==> config.mk <==
export PLATFORM = sky130hd
export DESIGN_NAME = vipu_top
export DESIGN_NICKNAME = d
export VERILOG_FILES = /design/src/pkg/vipu_pkg.sv /design/src/pkg/vipu_arb_if.sv /design/src/logic/vipu_top.sv /design/src/logic/vipu_arbiter.sv
export SDC_FILE = /design/constraint.sdc
export NUM_CORES = 1
export LEC_CHECK = 0
export BUFFER_PORTS_ARGS = -buffer_cell sky130_fd_sc_hd__buf_2
export CAP_MARGIN = 20
export CORE_ASPECT_RATIO = 0.75
export CORE_MARGIN = 8
export CORE_UTILIZATION = 23
export DETAILED_ROUTE_END_ITERATION = 10
export PLACE_DENSITY = 0.39
export SLEW_MARGIN = 20
export SYNTH_ARGS = -nofsm -noshare
export SYNTH_HDL_FRONTEND = slang
export SYNTH_SLANG_ARGS = --single-unit
==> constraint.sdc <==
create_clock -name sys_clk -period 13.33 [get_ports sys_clk]
set_clock_uncertainty 0.05 [all_clocks]
set_input_delay 1.333 -clock sys_clk [delete_from_list [all_inputs] [get_ports sys_clk]]
set_output_delay 1.333 -clock sys_clk [all_outputs]
set_load 0.005 [all_outputs]
==> src/pkg/vipu_pkg.sv <==
// Package with the slot map, register map and constants of the interrupt priority unit
`default_nettype none
package vipu_pkg;

  // Slot and source counts
  localparam int NUM_SLOTS = 29;
  localparam int NUM_EXT = 8;
  localparam int NUM_INT = 29;
  localparam int SLOT_W = 5;

  // Internal source index to slot; two sources landing on one slot share its flag
  localparam logic [4:0] INT_SLOT [0:28] = '{
    5'h00, 5'h03, 5'h04, 5'h05, 5'h06, 5'h07, 5'h08, 5'h09, 5'h0a, 5'h0b,
    5'h0c, 5'h0d, 5'h0e, 5'h0e, 5'h0f, 5'h10, 5'h11, 5'h12, 5'h13, 5'h14,
    5'h15, 5'h16, 5'h17, 5'h17, 5'h18, 5'h19, 5'h1a, 5'h1b, 5'h1c};
  // External pin index to slot
  localparam logic [4:0] EXT_SLOT [0:7] = '{
    5'h01, 5'h02, 5'h03, 5'h04, 5'h05, 5'h06, 5'h0f, 5'h10};

  // Special sources
  localparam int LVI_INT_IDX = 0;
  localparam int TM8_INT_IDX = 24;

  // Vector table
  localparam logic [15:0] VEC_BASE = 16'h0004;
  localparam logic [15:0] TRAP_VECTOR = 16'h003e;
  localparam logic [15:0] RESET_VECTOR = 16'h0000;

  // Register byte offsets
  localparam logic [7:0] OFS_REQ = 8'h00;
  localparam logic [7:0] OFS_MASK = 8'h04;
  localparam logic [7:0] OFS_LEVEL = 8'h08;
  localparam logic [7:0] OFS_CTRL = 8'h0c;
  localparam logic [7:0] OFS_UVCTRL = 8'h10;
  localparam logic [7:0] OFS_STATUS = 8'h14;

  // Field positions
  localparam int CTRL_GEN_BIT = 0;
  localparam int CTRL_CARRIER_BIT = 1;
  localparam int UV_RESET_BIT = 1;
  localparam int ST_REQ_BIT = 16;
  localparam int ST_TRAP_BIT = 17;
  localparam int ST_ISP_BIT = 18;
  localparam int ST_LO_LSB = 20;
  localparam int ST_HI_LSB = 24;

  // Reset values
  localparam logic [28:0] REQ_RESET = 29'h00000000;
  localparam logic [28:0] MASK_RESET = 29'h1fffffff;
  localparam logic [28:0] LEVEL_RESET = 29'h1fffffff;

  // Offer state machine
  typedef enum logic [1:0] {
    VIPU_IDLE = 2'b01,
    VIPU_OFFER = 2'b10
  } vipu_state_t;

  // Lowest set index of a slot vector, the highest default priority
  function automatic logic [5:0] vipu_first_set(input logic [28:0] vec);
    logic [5:0] res;
    res = 6'h00;
    for (int i = NUM_SLOTS - 1; i >= 0; i--)
    begin
      if (vec[i])
      begin
        res = {1'b1, i[4:0]};
      end
    end
    return res;
  endfunction

endpackage
`default_nettype wire

==> src/pkg/vipu_arb_if.sv <==
// Interface between the register core and the priority arbiter
`timescale 1ns/10ps
`default_nettype none
interface vipu_arb_if;
  logic [28:0] req_flags;
  logic [28:0] mask;
  logic [28:0] level;
  logic global_en;
  logic hi_busy;
  logic lo_busy;
  logic grant_valid;
  logic [4:0] grant_slot;

  modport core (output req_flags, mask, level, global_en, hi_busy, lo_busy,
                input grant_valid, grant_slot);
  modport arb (input req_flags, mask, level, global_en, hi_busy, lo_busy,
               output grant_valid, grant_slot);
endinterface
`default_nettype wire

==> src/logic/vipu_top.sv <==
// Vectored interrupt priority unit: request flags, APB registers and CPU offer logic
//
// Implementation choices: the placing of the registers and register access over APB.
`timescale 1ns/10ps
`default_nettype none
module vipu_top #(
  parameter int NEST_W = 4
) (
  // Clock, reset and clock enable
  input wire logic sys_clk,
  input wire logic rst,
  input wire logic ce,
  // APB slave
  input wire logic [7:0] paddr,
  input wire logic psel,
  input wire logic penable,
  input wire logic pwrite,
  input wire logic [31:0] pwdata,
  output logic [31:0] prdata,
  output logic pready,
  output logic pslverr,
  // Request sources
  input wire logic [7:0] external_pin_irqs,
  input wire logic [28:0] internal_irqs,
  input wire logic carrier_combined_irq,
  input wire logic watchdog_overflow,
  // CPU side
  input wire logic trap_instruction,
  input wire logic cpu_int_ack,
  input wire logic cpu_reti,
  output logic cpu_int_req,
  output logic [15:0] cpu_vector,
  output logic standby_release,
  output logic sys_reset_req
);

  // Depth counters need at least one bit and stay narrow enough for the status word
  if (NEST_W < 1 || NEST_W > 4)
  begin : g_bad_nest_w
    $error("vipu_top: NEST_W must be 1 to 4");
  end

  vipu_arb_if arb_bus ();

  vipu_arbiter u_arb (
    .arb(arb_bus.arb)
  );

  // State registers
  logic [28:0] req_flags;
  logic [28:0] mask_flag;
  logic [28:0] level_select_flag;
  logic global_enable_flag;
  logic carrier_mode;
  logic undervoltage_reset_select;
  logic trap_pend;
  logic offer_trap;
  logic [4:0] offer_slot;
  logic [NEST_W-1:0] hi_depth;
  logic [NEST_W-1:0] lo_depth;
  logic [7:0] pin_meta;
  logic [7:0] pin_sync;
  logic [7:0] pin_prev;
  vipu_pkg::vipu_state_t state;

  // Map source pulses onto slots; any source of a shared slot sets it
  function automatic logic [28:0] map_sources(input logic [28:0] ints, input logic [7:0] pins);
    logic [28:0] res;
    res = '0;
    for (int i = 0; i < vipu_pkg::NUM_INT; i++)
    begin
      res[vipu_pkg::INT_SLOT[i]] = res[vipu_pkg::INT_SLOT[i]] | ints[i];
    end
    for (int j = 0; j < vipu_pkg::NUM_EXT; j++)
    begin
      res[vipu_pkg::EXT_SLOT[j]] = res[vipu_pkg::EXT_SLOT[j]] | pins[j];
    end
    return res;
  endfunction

  // Vector table address of a slot: two bytes per slot from the base
  function automatic logic [15:0] slot_vector(input logic [4:0] slot);
    return vipu_pkg::VEC_BASE + {10'h000, slot, 1'b0};
  endfunction

  // Rising edges of the synchronised pins; edge polarity is fixed here
  wire [7:0] pin_rise = pin_sync & ~pin_prev;

  // Timer8 slot source follows the carrier mode; undervoltage leaves slot 0 when it resets
  wire tm8_src = carrier_mode ? carrier_combined_irq
    : internal_irqs[vipu_pkg::TM8_INT_IDX];
  wire lvi_irq = internal_irqs[vipu_pkg::LVI_INT_IDX] & ~undervoltage_reset_select;
  wire [28:0] int_src = {internal_irqs[28:25], tm8_src, internal_irqs[23:1], lvi_irq};
  wire [28:0] hw_set = map_sources(int_src, pin_rise);

  // APB decode; writes land on the edge that completes the access phase
  wire apb_setup = psel & ~penable;
  wire apb_wr = psel & penable & pready & pwrite;
  wire [31:0] pwdata_q = pwdata;
  wire hit_req = paddr == vipu_pkg::OFS_REQ;
  wire hit_mask = paddr == vipu_pkg::OFS_MASK;
  wire hit_level = paddr == vipu_pkg::OFS_LEVEL;
  wire hit_ctrl = paddr == vipu_pkg::OFS_CTRL;
  wire hit_uv = paddr == vipu_pkg::OFS_UVCTRL;
  wire hit_status = paddr == vipu_pkg::OFS_STATUS;
  wire mapped = hit_req | hit_mask | hit_level | hit_ctrl | hit_uv | hit_status;
  // Status is read only, so a write to it is an error as well
  wire bad_access = ~mapped | (pwrite & hit_status);

  // Acceptance of the offered interrupt by the CPU
  wire accept = (state == vipu_pkg::VIPU_OFFER) & cpu_int_ack;
  wire accept_mask = accept & ~offer_trap;
  wire accept_hi = accept_mask & ~level_select_flag[offer_slot];
  wire accept_lo = accept_mask & level_select_flag[offer_slot];
  // Return unwinds the high level first since low can never nest on high
  wire ret_hi = cpu_reti & (hi_depth != '0);
  wire ret_lo = cpu_reti & (hi_depth == '0) & (lo_depth != '0);
  wire [28:0] ack_clr = accept_mask ? (29'h00000001 << offer_slot) : 29'h00000000;

  // Request flags: hardware set wins over both the acknowledge clear and a software write
  wire [28:0] next_req = apb_wr & hit_req
    ? (pwdata_q[28:0] | hw_set)
    : ((req_flags & ~ack_clr) | hw_set);

  // Global enable drops on every acceptance; a software write in the same cycle wins
  wire next_gen = (apb_wr & hit_ctrl) ? pwdata_q[vipu_pkg::CTRL_GEN_BIT]
    : (global_enable_flag & ~accept);

  // Trap pending: new trap wins over the acknowledge of the previous one
  wire next_trap = trap_instruction | (trap_pend & ~(accept & offer_trap));

  // In-service depth bookkeeping
  wire [NEST_W-1:0] next_hi = hi_depth + NEST_W'(accept_hi) - NEST_W'(ret_hi);
  wire [NEST_W-1:0] next_lo = lo_depth + NEST_W'(accept_lo) - NEST_W'(ret_lo);

  // Arbiter inputs
  assign arb_bus.req_flags = req_flags;
  assign arb_bus.mask = mask_flag;
  assign arb_bus.level = level_select_flag;
  assign arb_bus.global_en = global_enable_flag;
  assign arb_bus.hi_busy = hi_depth != '0;
  assign arb_bus.lo_busy = lo_depth != '0;

  // Status word and read mux
  wire in_service_level_flag = hi_depth == '0;
  wire [31:0] status_word = {3'h0, 1'b0, 4'(hi_depth), 4'(lo_depth), 1'b0,
    in_service_level_flag, trap_pend, cpu_int_req, cpu_vector};
  wire [31:0] rd_mux =
    hit_req ? {3'h0, req_flags} :
    hit_mask ? {3'h0, mask_flag} :
    hit_level ? {3'h0, level_select_flag} :
    hit_ctrl ? {30'h00000000, carrier_mode, global_enable_flag} :
    hit_uv ? {30'h00000000, undervoltage_reset_select, 1'b0} :
    hit_status ? status_word : 32'h00000000;

  // Pin synchroniser; only the second and third stages feed the edge detector
  always_ff @(posedge sys_clk or posedge rst)
  begin
    if (rst)
    begin
      pin_meta <= 8'h00;
      pin_sync <= 8'h00;
      pin_prev <= 8'h00;
    end
    else if (ce)
    begin
      pin_meta <= external_pin_irqs;
      pin_sync <= pin_meta;
      pin_prev <= pin_sync;
    end
  end

  // APB answer: ready in the first access cycle, so no wait states
  always_ff @(posedge sys_clk or posedge rst)
  begin
    if (rst)
    begin
      pready <= 1'b0;
      pslverr <= 1'b0;
      prdata <= 32'h00000000;
    end
    else if (ce)
    begin
      pready <= apb_setup;
      pslverr <= apb_setup & bad_access;
      prdata <= (apb_setup & ~pwrite) ? rd_mux : 32'h00000000;
    end
  end

  // Software-owned configuration
  always_ff @(posedge sys_clk or posedge rst)
  begin
    if (rst)
    begin
      mask_flag <= vipu_pkg::MASK_RESET;
      level_select_flag <= vipu_pkg::LEVEL_RESET;
      carrier_mode <= 1'b0;
      undervoltage_reset_select <= 1'b0;
    end
    else if (ce & apb_wr)
    begin
      if (hit_mask)
      begin
        mask_flag <= pwdata_q[28:0];
      end
      if (hit_level)
      begin
        level_select_flag <= pwdata_q[28:0];
      end
      if (hit_ctrl)
      begin
        carrier_mode <= pwdata_q[vipu_pkg::CTRL_CARRIER_BIT];
      end
      if (hit_uv)
      begin
        undervoltage_reset_select <= pwdata_q[vipu_pkg::UV_RESET_BIT];
      end
    end
  end

  // Flags, enable, trap and in-service depth
  always_ff @(posedge sys_clk or posedge rst)
  begin
    if (rst)
    begin
      req_flags <= vipu_pkg::REQ_RESET;
      global_enable_flag <= 1'b0;
      trap_pend <= 1'b0;
      hi_depth <= '0;
      lo_depth <= '0;
    end
    else if (ce)
    begin
      req_flags <= next_req;
      global_enable_flag <= next_gen;
      trap_pend <= next_trap;
      hi_depth <= next_hi;
      lo_depth <= next_lo;
    end
  end

  // Offer machine: trap first, regardless of enable and levels, then the arbiter winner
  always_ff @(posedge sys_clk or posedge rst)
  begin
    if (rst)
    begin
      state <= vipu_pkg::VIPU_IDLE;
      cpu_int_req <= 1'b0;
      cpu_vector <= vipu_pkg::RESET_VECTOR;
      offer_trap <= 1'b0;
      offer_slot <= 5'h00;
    end
    else if (ce)
    begin
      case (state)
        vipu_pkg::VIPU_IDLE:
        begin
          if (trap_pend)
          begin
            state <= vipu_pkg::VIPU_OFFER;
            cpu_int_req <= 1'b1;
            cpu_vector <= vipu_pkg::TRAP_VECTOR;
            offer_trap <= 1'b1;
          end
          else if (arb_bus.grant_valid)
          begin
            state <= vipu_pkg::VIPU_OFFER;
            cpu_int_req <= 1'b1;
            cpu_vector <= slot_vector(arb_bus.grant_slot);
            offer_trap <= 1'b0;
            offer_slot <= arb_bus.grant_slot;
          end
        end
        vipu_pkg::VIPU_OFFER:
        begin
          // The offer stands until taken; a rejected offer would lose the trap
          if (cpu_int_ack)
          begin
            state <= vipu_pkg::VIPU_IDLE;
            cpu_int_req <= 1'b0;
          end
        end
        default:
        begin
          state <= vipu_pkg::VIPU_IDLE;
          cpu_int_req <= 1'b0;
        end
      endcase
    end
  end

  // Standby release ignores the global enable so a masked-off CPU still wakes
  always_ff @(posedge sys_clk or posedge rst)
  begin
    if (rst)
    begin
      standby_release <= 1'b0;
      sys_reset_req <= 1'b0;
    end
    else if (ce)
    begin
      standby_release <= |(req_flags & ~mask_flag);
      sys_reset_req <= watchdog_overflow
        | (internal_irqs[vipu_pkg::LVI_INT_IDX] & undervoltage_reset_select);
    end
  end

endmodule
`default_nettype wire

==> src/logic/vipu_arbiter.sv <==
// Two-group priority arbiter choosing the winning maskable slot
`timescale 1ns/10ps
`default_nettype none
module vipu_arbiter (
  vipu_arb_if.arb arb
);

  // Pending, unmasked and globally enabled requests
  wire [28:0] eligible = arb.req_flags & ~arb.mask & {29{arb.global_en}};
  // Level flag 0 means high group; nothing maskable passes a high service
  wire [28:0] hi_cand = eligible & ~arb.level & {29{~arb.hi_busy}};
  // Low group waits while any service routine runs
  wire [28:0] lo_cand = eligible & arb.level & {29{~arb.hi_busy & ~arb.lo_busy}};
  wire [5:0] hi_pick = vipu_pkg::vipu_first_set(hi_cand);
  wire [5:0] lo_pick = vipu_pkg::vipu_first_set(lo_cand);

  // High group first, then fixed order within the group
  assign arb.grant_valid = hi_pick[5] | lo_pick[5];
  assign arb.grant_slot = hi_pick[5] ? hi_pick[4:0] : lo_pick[4:0];

endmodule
`default_nettype wire

Word level (Yosys, flattened, before mapping)
Cells that the tools add are included.

$add $sub $neg: 5. Magnitude comparators: 1. Equal/unequal tests: 9. Shift-type cells: 1. Muxes and demuxes: 84. Bitwise gates (word level): 65. Reductions and logical operators: 13.

Operators by type and width (count): 2-to-1 mux 6 bit (58); AND 29 bit (7); 2-to-1 mux 29 bit (6); NOT 29 bit (3); 2-to-1 mux 28 bit (3); bitwise OR 29 bit (2); 2-to-1 mux 16 bit (2); OR reduction 29 bit (1); left shift 1 x 5 -> 29 bit, first input constant (1); AND 1 bit (23); bitwise OR 1 bit (17); equality test 8 x 4 -> 1 bit, second input constant (2); equality test 8 x 5 -> 1 bit, second input constant (2); NOT 1 bit (11); adder 4 x 1 -> 4 bit (2); AND 8 bit (1); equality test 8 x 3 -> 1 bit, second input constant (1); zero test 8 bit (1); 2-to-1 mux 1 bit (8); NOT 8 bit (1); AND reduction 2 bit (4); nonzero test 4 bit (2); subtractor 4 x 1 -> 4 bit (2); adder 3 x 6 -> 7 bit, first input constant (1); other kinds (14) (17).

Register bits: 184. Input port bits: 88. Output and inout port bits: 53. Word-level logic and storage cells: 200.

Depth between registers and ports, before layout
Gate-level depths: netlist of run 1.

Depth after elaboration: 38. Mapped depth: 15. Gate-level depth less buffers: 13.

Cells and area by module
A second synthesis of run 1 with hierarchy kept.

Cells, all modules: 1044. Area, all modules: 10408.7 um^2.

By module, submodules not included: vipu_top (times used 1, cells an instance 825, area an instance 8976.1 um^2, sequential area each 4327.9 um^2); vipu_arbiter (times used 1, cells an instance 219, area an instance 1432.6 um^2, sequential area each 0.0 um^2).

Worst setup path before layout of run 1
Ideal clock, no wire load.

Path type: reg-to-reg. Start point: register offer_slot[0]. End point: register hi_depth[2]. Setup time: 135 ps. Data arrival time: 3285 ps. Required time: 13145 ps. Setup slack: 9861 ps. Stages on the path, launching flop included: 15. Buffers on the path: 2. Clock period less this slack: 3469 ps. Cells stage by stage: dfrtp_1 clkbuf_1 buf_1 mux4_2 mux4_2 mux2i_1 nand2_1 ha_1 inv_1 ha_1 inv_1 fa_1 xnor2_1 nand2_1 o21ai_0.

Longest elaborated chain between the ends: 6.

RTL lines: start, declared (RTL line vipu_top.sv:58) `logic [4:0] offer_slot;`; start signal, assigned (RTL line vipu_top.sv:271) `offer_slot <= arb_bus.grant_slot;`; binary-select mux 1 bit (select 5 bit) (RTL line vipu_top.sv:113) `wire accept_hi = accept_mask & ~level_select_flag[offer_slot];`; 2-to-1 mux 1 bit (not written as such) (RTL line vipu_top.sv:113); NOT 1 bit (RTL line vipu_top.sv:113); AND 1 bit (RTL line vipu_top.sv:113); adder 4 x 1 -> 4 bit (RTL line vipu_top.sv:133) `wire [NEST_W-1:0] next_hi = hi_depth + NEST_W'(accept_hi) - NEST_W'(ret_hi);`; subtractor 4 x 1 -> 4 bit (RTL line vipu_top.sv:133); end signal, assigned (RTL line vipu_top.sv:237) `hi_depth <= next_hi;`; end, declared (RTL line vipu_top.sv:59) `logic [NEST_W-1:0] hi_depth;`.

No other way between the ends. The select of a mux whose other input is x is not followed. A chain may end at the register's enable or synchronous reset.

Worst setup path after layout of run 1
Start point: input paddr[0]. End point: register mask_flag[17], in the netlist arb_bus.mask[17].

Longest elaborated chain between the ends: 2.

RTL lines: start, declared (RTL line vipu_top.sv:14) `input wire logic [7:0] paddr,`; equality test 8 x 3 -> 1 bit (RTL line vipu_top.sv:101) `wire hit_mask = paddr == vipu_pkg::OFS_MASK;`; AND reduction 2 bit (no line); end signal, assigned (RTL line vipu_top.sv:195) `mask_flag <= vipu_pkg::MASK_RESET;`; end signal, assigned (RTL line vipu_top.sv:204) `mask_flag <= pwdata_q[28:0];`; end, declared (RTL line vipu_top.sv:51) `logic [28:0] mask_flag;`.

No other way between the ends.

==> run_results.csv, run 1 <==
group,metric,value,unit
outcome,outcome,"complete, no violations",
clock_network,cts_setup_buffers,0,
clock_network,cts_resized,0,
critical_path,start_kind,"primary input",
timing,holdWs,0.439,ns
timing,fmax,243,MHz
critical_path,crit_end,"arb_bus.mask[17]",
layout,drive_gt1_share,31.2,%
layout,synthToLayoutAreaGrowth,16.7,%
yosys,avgSynthCellArea,9.98,um2
floorplanning,num_rows,66,
clock_network,cts.sinks,170,
critical_path,cp.required,13.65,ns
yosys,synth_area,10100,um2
clock_network,clk_latency,0.46,ns
detailed_routing,avgRoutedWirePerCell,23.5,um
critical_path,cpPeakStageDelay,0.97,ns
global_routing,grt_pass1_wl,59800,um
floorplanning,die_h,198,um
floorplanning,die_area,51000,um2
critical_path,timing.critical_path.fanout_max,32,
placement,placed_cells,1665,
timing,tightest_slew,1.13,ns
critical_path,r2r_slack,9.49,ns
placement,postPlaceCellArea,11200,um2
timing,slew_violations,0,
power,powerDensity,108,nW/um2
detailed_routing,wl,39900,um
critical_path,reg2regPathDepth,12,
timing,post-route-period-util,30.8,%
layout,layoutNonFillerInstCount,1697,
critical_path,critPathTopFamily,"simple AND/OR/NAND/NOR gates",
layout,final_util,27.2,%
clock_network,htreeDepth,4,
power,p_leak,4.93,nW
yosys,synth-seq-cells,170,
timing,max_slew_margin,24.7,%
layout,final_area,11800,um2
critical_path,r2r_start,"offer_slot[1]",
clock_network,cts_buffers,17,
global_routing,grt_pass1_vias,8571,
floorplanning,initial_core_util,23.3,%
critical_path,crit_slowest_cell,"and3_1",
detailed_routing,postRouteAntennaNets,0,
run,drv_cap,0,
detailed_routing,wl_met3,2400,um
hold_path,hold_class,"flip-flop to flip-flop",
critical_path,cp-startpoint,"paddr[0]",
placement,gp_routability_congestion,0.926,
yosys,synth-edff-count,0,
layout,multiInputGateArea,5160,um2
critical_path,criticalPathCategory,"primary input to flip-flop",
critical_path,worstReg2RegEnd,"hi_depth[2]",
yosys,yosysSeqAreaShare,42.8,%
clock_network,cts_buffer_depth,2,
detailed_routing,wl_met1,20400,um
clock_network,cts_hold_buf,0,
detailed_routing,vias,8474,
power,peakVddDrop,0.0000864,V
critical_path,path_depth,7,
clock_network,cts_root_buffer,"clkbuf_16",
timing,hold_viol_final,0,
layout,insertedDiodeCount,0,
floorplanning,ioPinCount,141,
global_routing,grtUsageTotal,15.7,%
timing,fin_crit,4.11,ns
critical_path,cp_common_cell,"and3_1",
clock_network,clkTransAtPathRegs,0.07,ns
global_routing,grt-ovfl-total,0,
detailed_routing,highest_layer,"met5",
detailed_routing,drc,0,
timing,tns,0,ns
yosys,synthCells,1013,
layout,final-seq-area,4330,um2
yosys,ys_warn_count,0,
yosys,synth-main-ff-cell,"dfrtp_1",
placement,port_buffers,124,
floorplanning,die_x,258,um
floorplanning,coreArea,43400,um2
critical_path,crit_buf_inv,2,
layout,filler_cell_count,4663,
critical_path,cp_cell_sequence,"buf_2 -> or4_4 -> nor3_2 -> and3_1 -> and3_1 -> buf_4 -> mux2_2",
critical_path,cp_data_arrival_time,4.44,ns
global_routing,antenna_found_initial,4,
clock_network,cts_tree,"done",
layout,nets,1207,
detailed_routing,initialDrtViolationCount,621,
timing,setup_violations,0,
global_routing,grt_max_degree,71,
detailed_routing,via_per_inst,4.99,
placement,dp_hpwl,30100,um
yosys,ys_types,89,
detailed_routing,dr.pass1.iters,6,
yosys,async_flop_share,100,%
detailed_routing,wl_met2,16700,um
critical_path,endpoint_kind,"flip-flop",
timing,rsz0062_at_grt,"no",
sequential cells by signal, summed over array words and instances (netlist names), 5 cells and up:
signal / cells
prdata: 29
arb_bus.req_flags: 29
arb_bus.mask: 29
arb_bus.level: 29
pin_meta: 8
pin_prev: 8
pin_sync: 8
offer_slot: 5
cpu_vector: 6
logic make-up after synthesis:
family                   after synthesis  share of synthesized area, %
buffers and inverters                145                          6.62
adder cells (fa/ha/maj)               13                          1.76
multiplexers                         103                          12.6
XOR/XNOR                               4                         0.346
flip-flops                           170                          42.8
other                                  1                        0.0371
AND/OR/NAND/NOR                      293                          16.6
AO/OA/AOI/OAI                        284                          19.2
placed cells by master (no fill, tap or decap), types with 6 or more instances in the layout:
master,instances
a222oi_1,12
ha_1,11
buf_4,11
a221o_1,7
nor4_1,14
a22oi_1,14
a21oi_1,42
nand2_1,50
nor3b_1,31
nor3_1,11
a22o_1,29
conb_1,13
nand2b_1,14
mux2_2,87
inv_6,6
nor2b_1,15
o31ai_1,7
o22ai_1,35
a21o_1,21
dfrtp_1,111
nand4_1,10
mux4_2,10
dfstp_2,59
inv_1,72
a31oi_1,6
o21ai_0,67
buf_2,123
nand3b_1,26
clkbuf_16,17
nor2_1,67
nand3_1,10
power by group:
part	switching [mW]	leakage [nW]	internal (mW)
Sequential	0.0315	1.89	0.545
Clock	0.255	0.289	0.269
Combinational	0.0941	2.76	0.0826
metal layers:
| layer | GRT usage (%) | vias to the layer above |
|---|---|---|
| li1 | - | 3939 |
| met1 | 23.4 | 4268 |
| met2 | 22.5 | 237 |
| met3 | 4.02 | 28 |
| met4 | 3.02 | 2 |
| met5 | 0 | - |
layout make-up:
type	instances	share of cell area, %
clock inverter	15	1.49
clock buffer	17	3.61
tap	578	6.13
timing repair buffer	134	5.92
inverter	73	2.37
sequential	170	36.7
multi-input combinational	710	43.8
synth_stat cells, types with 5 or more instances:
master    instances  area [um2]
and3b_1           5        43.8
nand3_1          10        50.1
nor2_1           67         251
o21ai_0          67         335
nor2b_1          15        93.8
nand3b_1         26         195
mux4_2           10         225
a22o_1           29         254
nor3b_1          31         233
nor3_1           11        55.1
a221o_1           7        70.1
and3_1            6        37.5
a31oi_1           6        37.5
a21oi_1          42         210
nand2_1          50         188
dfstp_2          59        1550
buf_2             5        25.0
o31ai_1           7        52.6
a222oi_1         12         120
nor4_1           14        87.6
ha_1             11         138
clkbuf_1         39         146
a22oi_1          14         105
dfrtp_1         111        2780
a221oi_1          5        43.8
a211oi_1          5        37.5
or2_2             5        31.3
buf_4            19         143
mux2_2           87         980
nand4_1          10        62.6
inv_1            73         274
mux2_1            5        56.3
a21o_1           21         158
o22ai_1          35         219
nand2b_1         14        87.6
worst min path at each step:
| stage | startpoint | endpoint | slack, ns | depth (start not counted) |
|---|---|---|---|---|
| floorplan | pin_meta[0] | pin_sync[0] | 0.40 | 2 |
| global placement | pin_meta[1] | pin_sync[1] | 0.42 | 2 |
| detailed placement | pin_meta[0] | pin_sync[0] | 0.43 | 2 |
| CTS | pin_meta[0] | pin_sync[0] | 0.44 | 2 |
| global route | pin_meta[1] | pin_sync[1] | 0.47 | 2 |
| finish | pin_meta[0] | pin_sync[0] | 0.44 | 2 |
worst reg2reg max path, cell delays in order (launching register included):
cell	delay (ns)
dfrtp_1	0.87
mux4_2	0.62
mux4_2	0.47
mux2i_1	0.29
nand2_1	0.14
ha_1	0.34
inv_1	0.06
ha_1	0.16
inv_1	0.06
fa_1	0.40
xnor2_1	0.13
nand2_1	0.06
o21ai_0	0.07
metrics by stage:
step	setup WS (ns)	power (mW)
2_1_floorplan	7.44	0.705
5_1_grt	9.10	1.35
4_1_cts	9.22	1.30
3_5_place_dp	8.73	0.765
3_3_place_gp	8.73	0.762
6_report	9.22	1.28
Power figures use the tool's default switching activity.
==> run 2: changes to the inputs <==
--- a/config.mk
+++ b/config.mk
@@ -5,13 +5,14 @@
 export SDC_FILE = /design/constraint.sdc
 export NUM_CORES = 1
 export LEC_CHECK = 0
+export ABC_AREA = 1
 export BUFFER_PORTS_ARGS = -buffer_cell sky130_fd_sc_hd__buf_2
 export CAP_MARGIN = 20
 export CORE_ASPECT_RATIO = 0.75
 export CORE_MARGIN = 8
 export CORE_UTILIZATION = 23
 export DETAILED_ROUTE_END_ITERATION = 10
-export PLACE_DENSITY = 0.39
+export PLACE_DENSITY = 0.4
 export SLEW_MARGIN = 20
 export SYNTH_ARGS = -nofsm -noshare
 export SYNTH_HDL_FRONTEND = slang
==> constraint.sdc (replaced) <==
create_clock -name sys_clk -period 3.4 [get_ports sys_clk]
set_clock_uncertainty 0.05 [all_clocks]
set_input_delay 0.34 -clock sys_clk [delete_from_list [all_inputs] [get_ports sys_clk]]
set_output_delay 0.34 -clock sys_clk [all_outputs]
set_load 0.005 [all_outputs]
==> run_results.csv, run 2 <==
group,metric,value,unit
critical_path,start_kind,"flip-flop",
detailed_routing,avgRoutedWirePerCell,20.0,um
layout,final_cell_mix,"nand2_1 (324), inv_1 (166), o21ai_0 (154)",
detailed_routing,initialDrtViolationCount,707,
power,p_sw,1.79,mW
critical_path,criticalPathCategory,"flip-flop to flip-flop",
power,power_frac_clock,37.7,%
global_routing,grt-ovfl-total,0,
placement,dp_slack,0.0558,ns
timing,rsz0062_at_grt,"yes",
floorplanning,coreArea,43400,um2
layout,nets,1591,
timing,hold_viol_final,0,
placement,dp_hpwl,30800,um
power,combPwrFrac,20.9,%
timing,holdWs,0.0247,ns
outcome,outcome,"complete, no violations",
timing,tns,0,ns
floorplanning,die_h,197,um
detailed_routing,wl,41600,um
clock_network,cts_tree,"done",
floorplanning,initial_core_util,23.3,%
detailed_routing,dr.pass1.iters,5,
detailed_routing,via_per_inst,4.69,
global_routing,grt_util_met3,3.91,%
yosys,yosys.area.top_type_share,27.5,%
placement,gp_routability_congestion,0.911,
power,switching_share,32.9,%
layout,layout_commonest_cell,"nand2_1",
detailed_routing,vias,9762,
yosys,synthCells,1346,
floorplanning,ioPinCount,141,
yosys,synth-main-ff-cell,"dfrtp_1",
global_routing,grt_pass1_wl,62300,um
timing,fin_crit,3.33,ns
floorplanning,die_x,258,um
yosys,ys_warn_count,0,
clock_network,cts_buffers,17,
yosys,synth_common_cells,"nand2_1 (327), inv_1 (175), o21ai_0 (155)",
power,p_leak,5.68,nW
floorplanning,num_rows,66,
clock_network,clkTransAtPathRegs,0.08,ns
global_routing,top_usage_layer,"met2",
timing,setup_ws,0.0732,ns
yosys,ys_types,59,
timing,tightest_slew,0.904,ns
clock_network,htreeDepth,4,
power,peakVddDrop,0.000379,V
critical_path,endpoint_kind,"flip-flop",
global_routing,use_met1,23.6,%
layout,synthToLayoutAreaGrowth,22.5,%
layout,filler_cell_count,4809,
placement,port_buffers,124,
clock_network,cts.sinks,170,
power,power.share.sequential,41.4,%
layout,drive_gt1_share,22.8,%
global_routing,grt_max_degree,100,
layout,layoutNonFillerInstCount,2081,
timing,post-route-period-util,97.8,%
power,powerDensity,442,nW/um2
clock_network,clk_latency,0.47,ns
hold_path,hold_class,"primary input to flip-flop",
yosys,synth_top_area_cell,"dfrtp_1",
yosys,async_flop_share,100,%
placement,placed_cells,2034,
global_routing,grt_pass1_vias,9565,
yosys,synth-edff-count,0,
timing,fmax,301,MHz
yosys,avgSynthCellArea,7.50,um2
clock_network,cts_buffer_depth,2,
yosys,synth.area.top_cells,"dfrtp_1 (28%), dfstp_2 (15%), nand2_1 (12%)",
detailed_routing,drc,0,
yosys,synth_area,10100,um2
critical_path,cp.required,3.72,ns
global_routing,grtUsageTotal,16.2,%
global_routing,antenna_found_initial,0,
timing,slew_violations,0,
detailed_routing,postRouteAntennaNets,0,
yosys,yosysSeqAreaShare,42.9,%
clock_network,cts_root_buffer,"clkbuf_16",
timing,max_slew_margin,39.6,%
power,cell_internal_pwr,3.67,mW
floorplanning,die_area,50900,um2
layout,insertedDiodeCount,0,
run,drv_cap,0,
critical_path,timing.critical_path.fanout_max,11,
yosys,synth-seq-cells,170,
global_routing,grt_util_met2,23.9,%
yosys,synthMostInstantiatedCell,"nand2_1",
critical_path,cp_data_arrival_time,3.65,ns
timing,setup_violations,0,
-- run 2: changes by cell type in the layout (fill, tap and decap cells not counted), sizes merged, moves of 31 or more --
| cell | previous run | this run |
|---|---|---|
| nand2 | 50 | 330 |
| inv | 82 | 190 |
| mux2 | 92 | 0 |
| o21ai | 68 | 157 |
| nor2 | 68 | 134 |
| buf | 134 | 183 |
| nand3 | 10 | 51 |
| nor3b | 31 | 0 |
-- run 2: metrics by stage --
step | util, % | power [mW] | area, um2
floorplan | - | 2.90 | 10100
global placement | 26.6 | 3.27 | 11500
detailed placement | 26.6 | 3.29 | 11500
CTS | 28.0 | 5.38 | 12100
global route | 28.5 | 5.77 | 12400
finish | 28.5 | 5.46 | 12400
-- run 2: area by class of cell --
| class | count | area [um2] | area share [%] |
|---|---|---|---|
| clock inverter | 14 | 149 | 1.20 |
| multi-input combinational | 932 | 4860 | 39.3 |
| clock buffer | 18 | 439 | 3.55 |
| sequential | 170 | 4330 | 35.0 |
| timing repair buffer | 186 | 1160 | 9.39 |
| tap | 578 | 723 | 5.85 |
| inverter | 183 | 701 | 5.67 |
-- run 2: critical path: stages (launching register included) --
cell	delay (ns)
dfrtp_1	0.37
inv_2	0.07
ha_4	0.17
nand2_4	0.13
buf_12	0.14
nor2_8	0.04
inv_8	0.12
nor2_4	0.05
nand3_1	0.08
nand2_1	0.08
o211ai_1	0.35
a31oi_1	0.19
o21ai_1	0.22
a31oi_1	0.14
o21ai_1	0.17
nand3_1	0.15
nand3_2	0.12
nand2_2	0.08
ha_4	0.16
inv_1	0.08
nand2_1	0.06
a32oi_1	0.20
-- run 2: kinds of logic after synthesis --
kind of cell               Yosys count  share of synthesized area (%)
muxes                                1                         0.0992
and+or+nand+nor                    588                           25.6
buffers and inverters              256                           10.6
xor gates and xnor gates             4                          0.347
adders and majority gates           13                           1.76
AOI/OAI and AO/OA                  313                           18.7
other                                1                         0.0372
DFF                                170                           42.9
-- run 2: routing by layer --
| metal | wire [um] | vias to the layer above |
|---|---|---|
| li1 | - | 4746 |
| met1 | 21000 | 4760 |
| met2 | 17800 | 232 |
| met3 | 2290 | 24 |
| met4 | 431 | 0 |
| met5 | 0 | - |
-- run 2: worst paths after layout --
path	startpoint	to	slack, ns	cells past startpoint
worst max-delay path	hi_depth[2]	cpu_vector[4]	0.07	21
worst min-delay path	external_pin_irqs[5]	pin_meta[5]	0.02	3
worst max register to register	hi_depth[2]	cpu_vector[4]	0.07	21
worst min register to register	prdata[20]	prdata[20]	0.43	2
max in group asynchronous	rst	arb_bus.req_flags[28]	2.23	4
min in group asynchronous	rst	prdata[26]	0.50	4
-- run 2: power by group through the flow --
stage	sequential [mW]	clock (mW)	combinational, mW
after global placement	2.29	0	0.979
final	2.26	2.06	1.14
after global routing	2.28	2.21	1.28
after detailed placement	2.29	0	0.994
after floorplan	2.27	0	0.626
after CTS	2.26	2.12	1.00
-- run 2: repair_timing --
action,4_1_cts,5_1_grt
endpoints found under the setup margin,0,10
resized for setup,0,32
hold endpoints to repair,22,0
hold buffers,3,0
buffers inserted,0,12
==> run 3: changes to the inputs <==
--- a/config.mk
+++ b/config.mk
@@ -12,7 +12,9 @@
 export CORE_MARGIN = 8
 export CORE_UTILIZATION = 23
 export DETAILED_ROUTE_END_ITERATION = 10
+export MAX_ROUTING_LAYER = met4
 export PLACE_DENSITY = 0.4
+export SKIP_LAST_GASP = 1
 export SLEW_MARGIN = 20
 export SYNTH_ARGS = -nofsm -noshare
 export SYNTH_HDL_FRONTEND = slang
==> run_results.csv, run 3 (synthesis results as in run 2) <==
group,metric,value,unit
layout,layout_commonest_cell,"nand2_1",
timing,setup_violations,0,
global_routing,grt_pass1_vias,9669,
floorplanning,initial_core_util,23.3,%
global_routing,grtUsageTotal,16.6,%
detailed_routing,dr.pass1.iters,6,
clock_network,cts_tree,"done",
timing,rsz0062_at_grt,"yes",
layout,nets,1597,
critical_path,cp_data_arrival_time,3.51,ns
floorplanning,die_area,50900,um2
floorplanning,num_rows,66,
floorplanning,die_h,197,um
detailed_routing,wl,41700,um
detailed_routing,avgRoutedWirePerCell,20.0,um
timing,post-route-period-util,94.7,%
placement,placed_cells,2041,
clock_network,htreeDepth,4,
critical_path,r2r_start,"hi_depth[1]",
global_routing,grt-ovfl-total,0,
layout,layoutNonFillerInstCount,2087,
critical_path,cp-startpoint,"hi_depth[1]",
timing,hold_viol_final,4,
global_routing,antenna_found_initial,0,
run,drv_cap,0,
timing,slew_violations,0,
floorplanning,ioPinCount,141,
power,p_leak,5.70,nW
critical_path,criticalPathCategory,"flip-flop to flip-flop",
timing,fin_crit,3.22,ns
placement,dp_hpwl,30900,um
detailed_routing,postRouteAntennaNets,0,
timing,holdWs,-0.0116,ns
clock_network,cts_root_buffer,"clkbuf_16",
clock_network,cts.sinks,170,
layout,final_cell_mix,"nand2_1 (323), inv_1 (165), o21ai_0 (152)",
clock_network,clkTransAtPathRegs,0.07,ns
outcome,violations,"hold timing",
floorplanning,coreArea,43400,um2
layout,filler_cell_count,4850,
clock_network,clk_latency,0.45,ns
layout,insertedDiodeCount,0,
clock_network,cts_buffers,17,
detailed_routing,via_per_inst,4.69,
layout,drive_gt1_share,23.5,%
detailed_routing,initialDrtViolationCount,653,
detailed_routing,drc,0,
power,powerDensity,444,nW/um2
layout,synthToLayoutAreaGrowth,23.1,%
timing,tightest_slew,0.896,ns
timing,fmax,311,MHz
timing,max_slew_margin,40.2,%
power,peakVddDrop,0.000369,V
placement,port_buffers,124,
critical_path,start_kind,"flip-flop",
clock_network,cts_buffer_depth,2,
critical_path,cp.required,3.69,ns
floorplanning,die_x,258,um
detailed_routing,vias,9783,
placement,gp_routability_congestion,0.926,
critical_path,endpoint_kind,"flip-flop",
layout,final_util,28.7,%
global_routing,grt_max_degree,87,
outcome,outcome,"finished, violations left",
global_routing,grt_pass1_wl,62300,um
hold_path,hold_class,"primary input to asynchronous set/reset pin",
critical_path,timing.critical_path.fanout_max,7,
## run 3: worst paths after layout
| path | end | slack (ns) | depth (start not counted) |
|---|---|---|---|
| min | lo_depth[2] | -0.01 | 3 |
| max reg2reg | cpu_vector[3] | 0.18 | 19 |
| min reg2reg | pin_meta[1] | 0.42 | 2 |
| max in group asynchronous | arb_bus.mask[14] | 2.86 | 3 |
| min in group sys_clk | pin_meta[2] | 0.04 | 3 |
| max | cpu_vector[3] | 0.18 | 19 |
## run 3: routing by layer
metal	vias up	track usage (%)	part of all wire [%]
met5	-	-	0
met1	4718	23.6	51
met3	38	3.75	5.6
li1	4767	-	-
met4	0	3.68	1.3
met2	260	23.8	42
## run 3: through the flow
stage | TNS (ns) | setup slack [ns] | total power [mW] | instance area [um2]
2_1_floorplan | 0 | 0.477 | 2.90 | 10100
3_3_place_gp | 0 | 0.0421 | 3.30 | 11600
3_5_place_dp | 0 | 0.0536 | 3.33 | 11600
4_1_cts | 0 | 0.0196 | 5.42 | 12200
5_1_grt | -0.0316 | -0.0173 | 5.80 | 12400
6_report | 0 | 0.180 | 5.51 | 12400
## run 3: worst max-delay path, stage by stage (launching register included)
cell and delay, ns:
dfrtp_2 0.46, nor2_4 0.17, nand2_8 0.09, buf_12 0.15
nor2_8 0.15, clkinv_8 0.09, nor2_4 0.15, nand3_2 0.09
nand2_2 0.08, o211ai_1 0.14, a31oi_1 0.25, o21ai_1 0.13
a31oi_1 0.27, o21ai_1 0.12, nand3_1 0.13, nand3_2 0.11
nand2_2 0.11, ha_4 0.20, nor2_1 0.11, a21oi_1 0.05
## run 3: report_power, final
group	internal [mW]	total, mW	switching (mW)	leakage [nW]
clock network	1.14	2.06	0.927	0.285
logic	0.453	1.18	0.723	3.51
registers	2.16	2.27	0.114	1.90
## run 3: timing repair
item / in CTS / in global routing
endpoints found under the setup margin: 0 / 10
hold buffers: 0 / 0
gates resized for setup: 0 / 41
setup buffers: 0 / 14
## run 3: final cells by class
class,count,area [um2],share of cell area [%]
clock buffers,21,460,3.71
well taps,578,723,5.82
multi-input cells,932,4870,39.2
repair buffers,192,1200,9.67
flip-flops and latches,170,4330,34.9
inverters,183,706,5.68
clock inverters,11,136,1.10
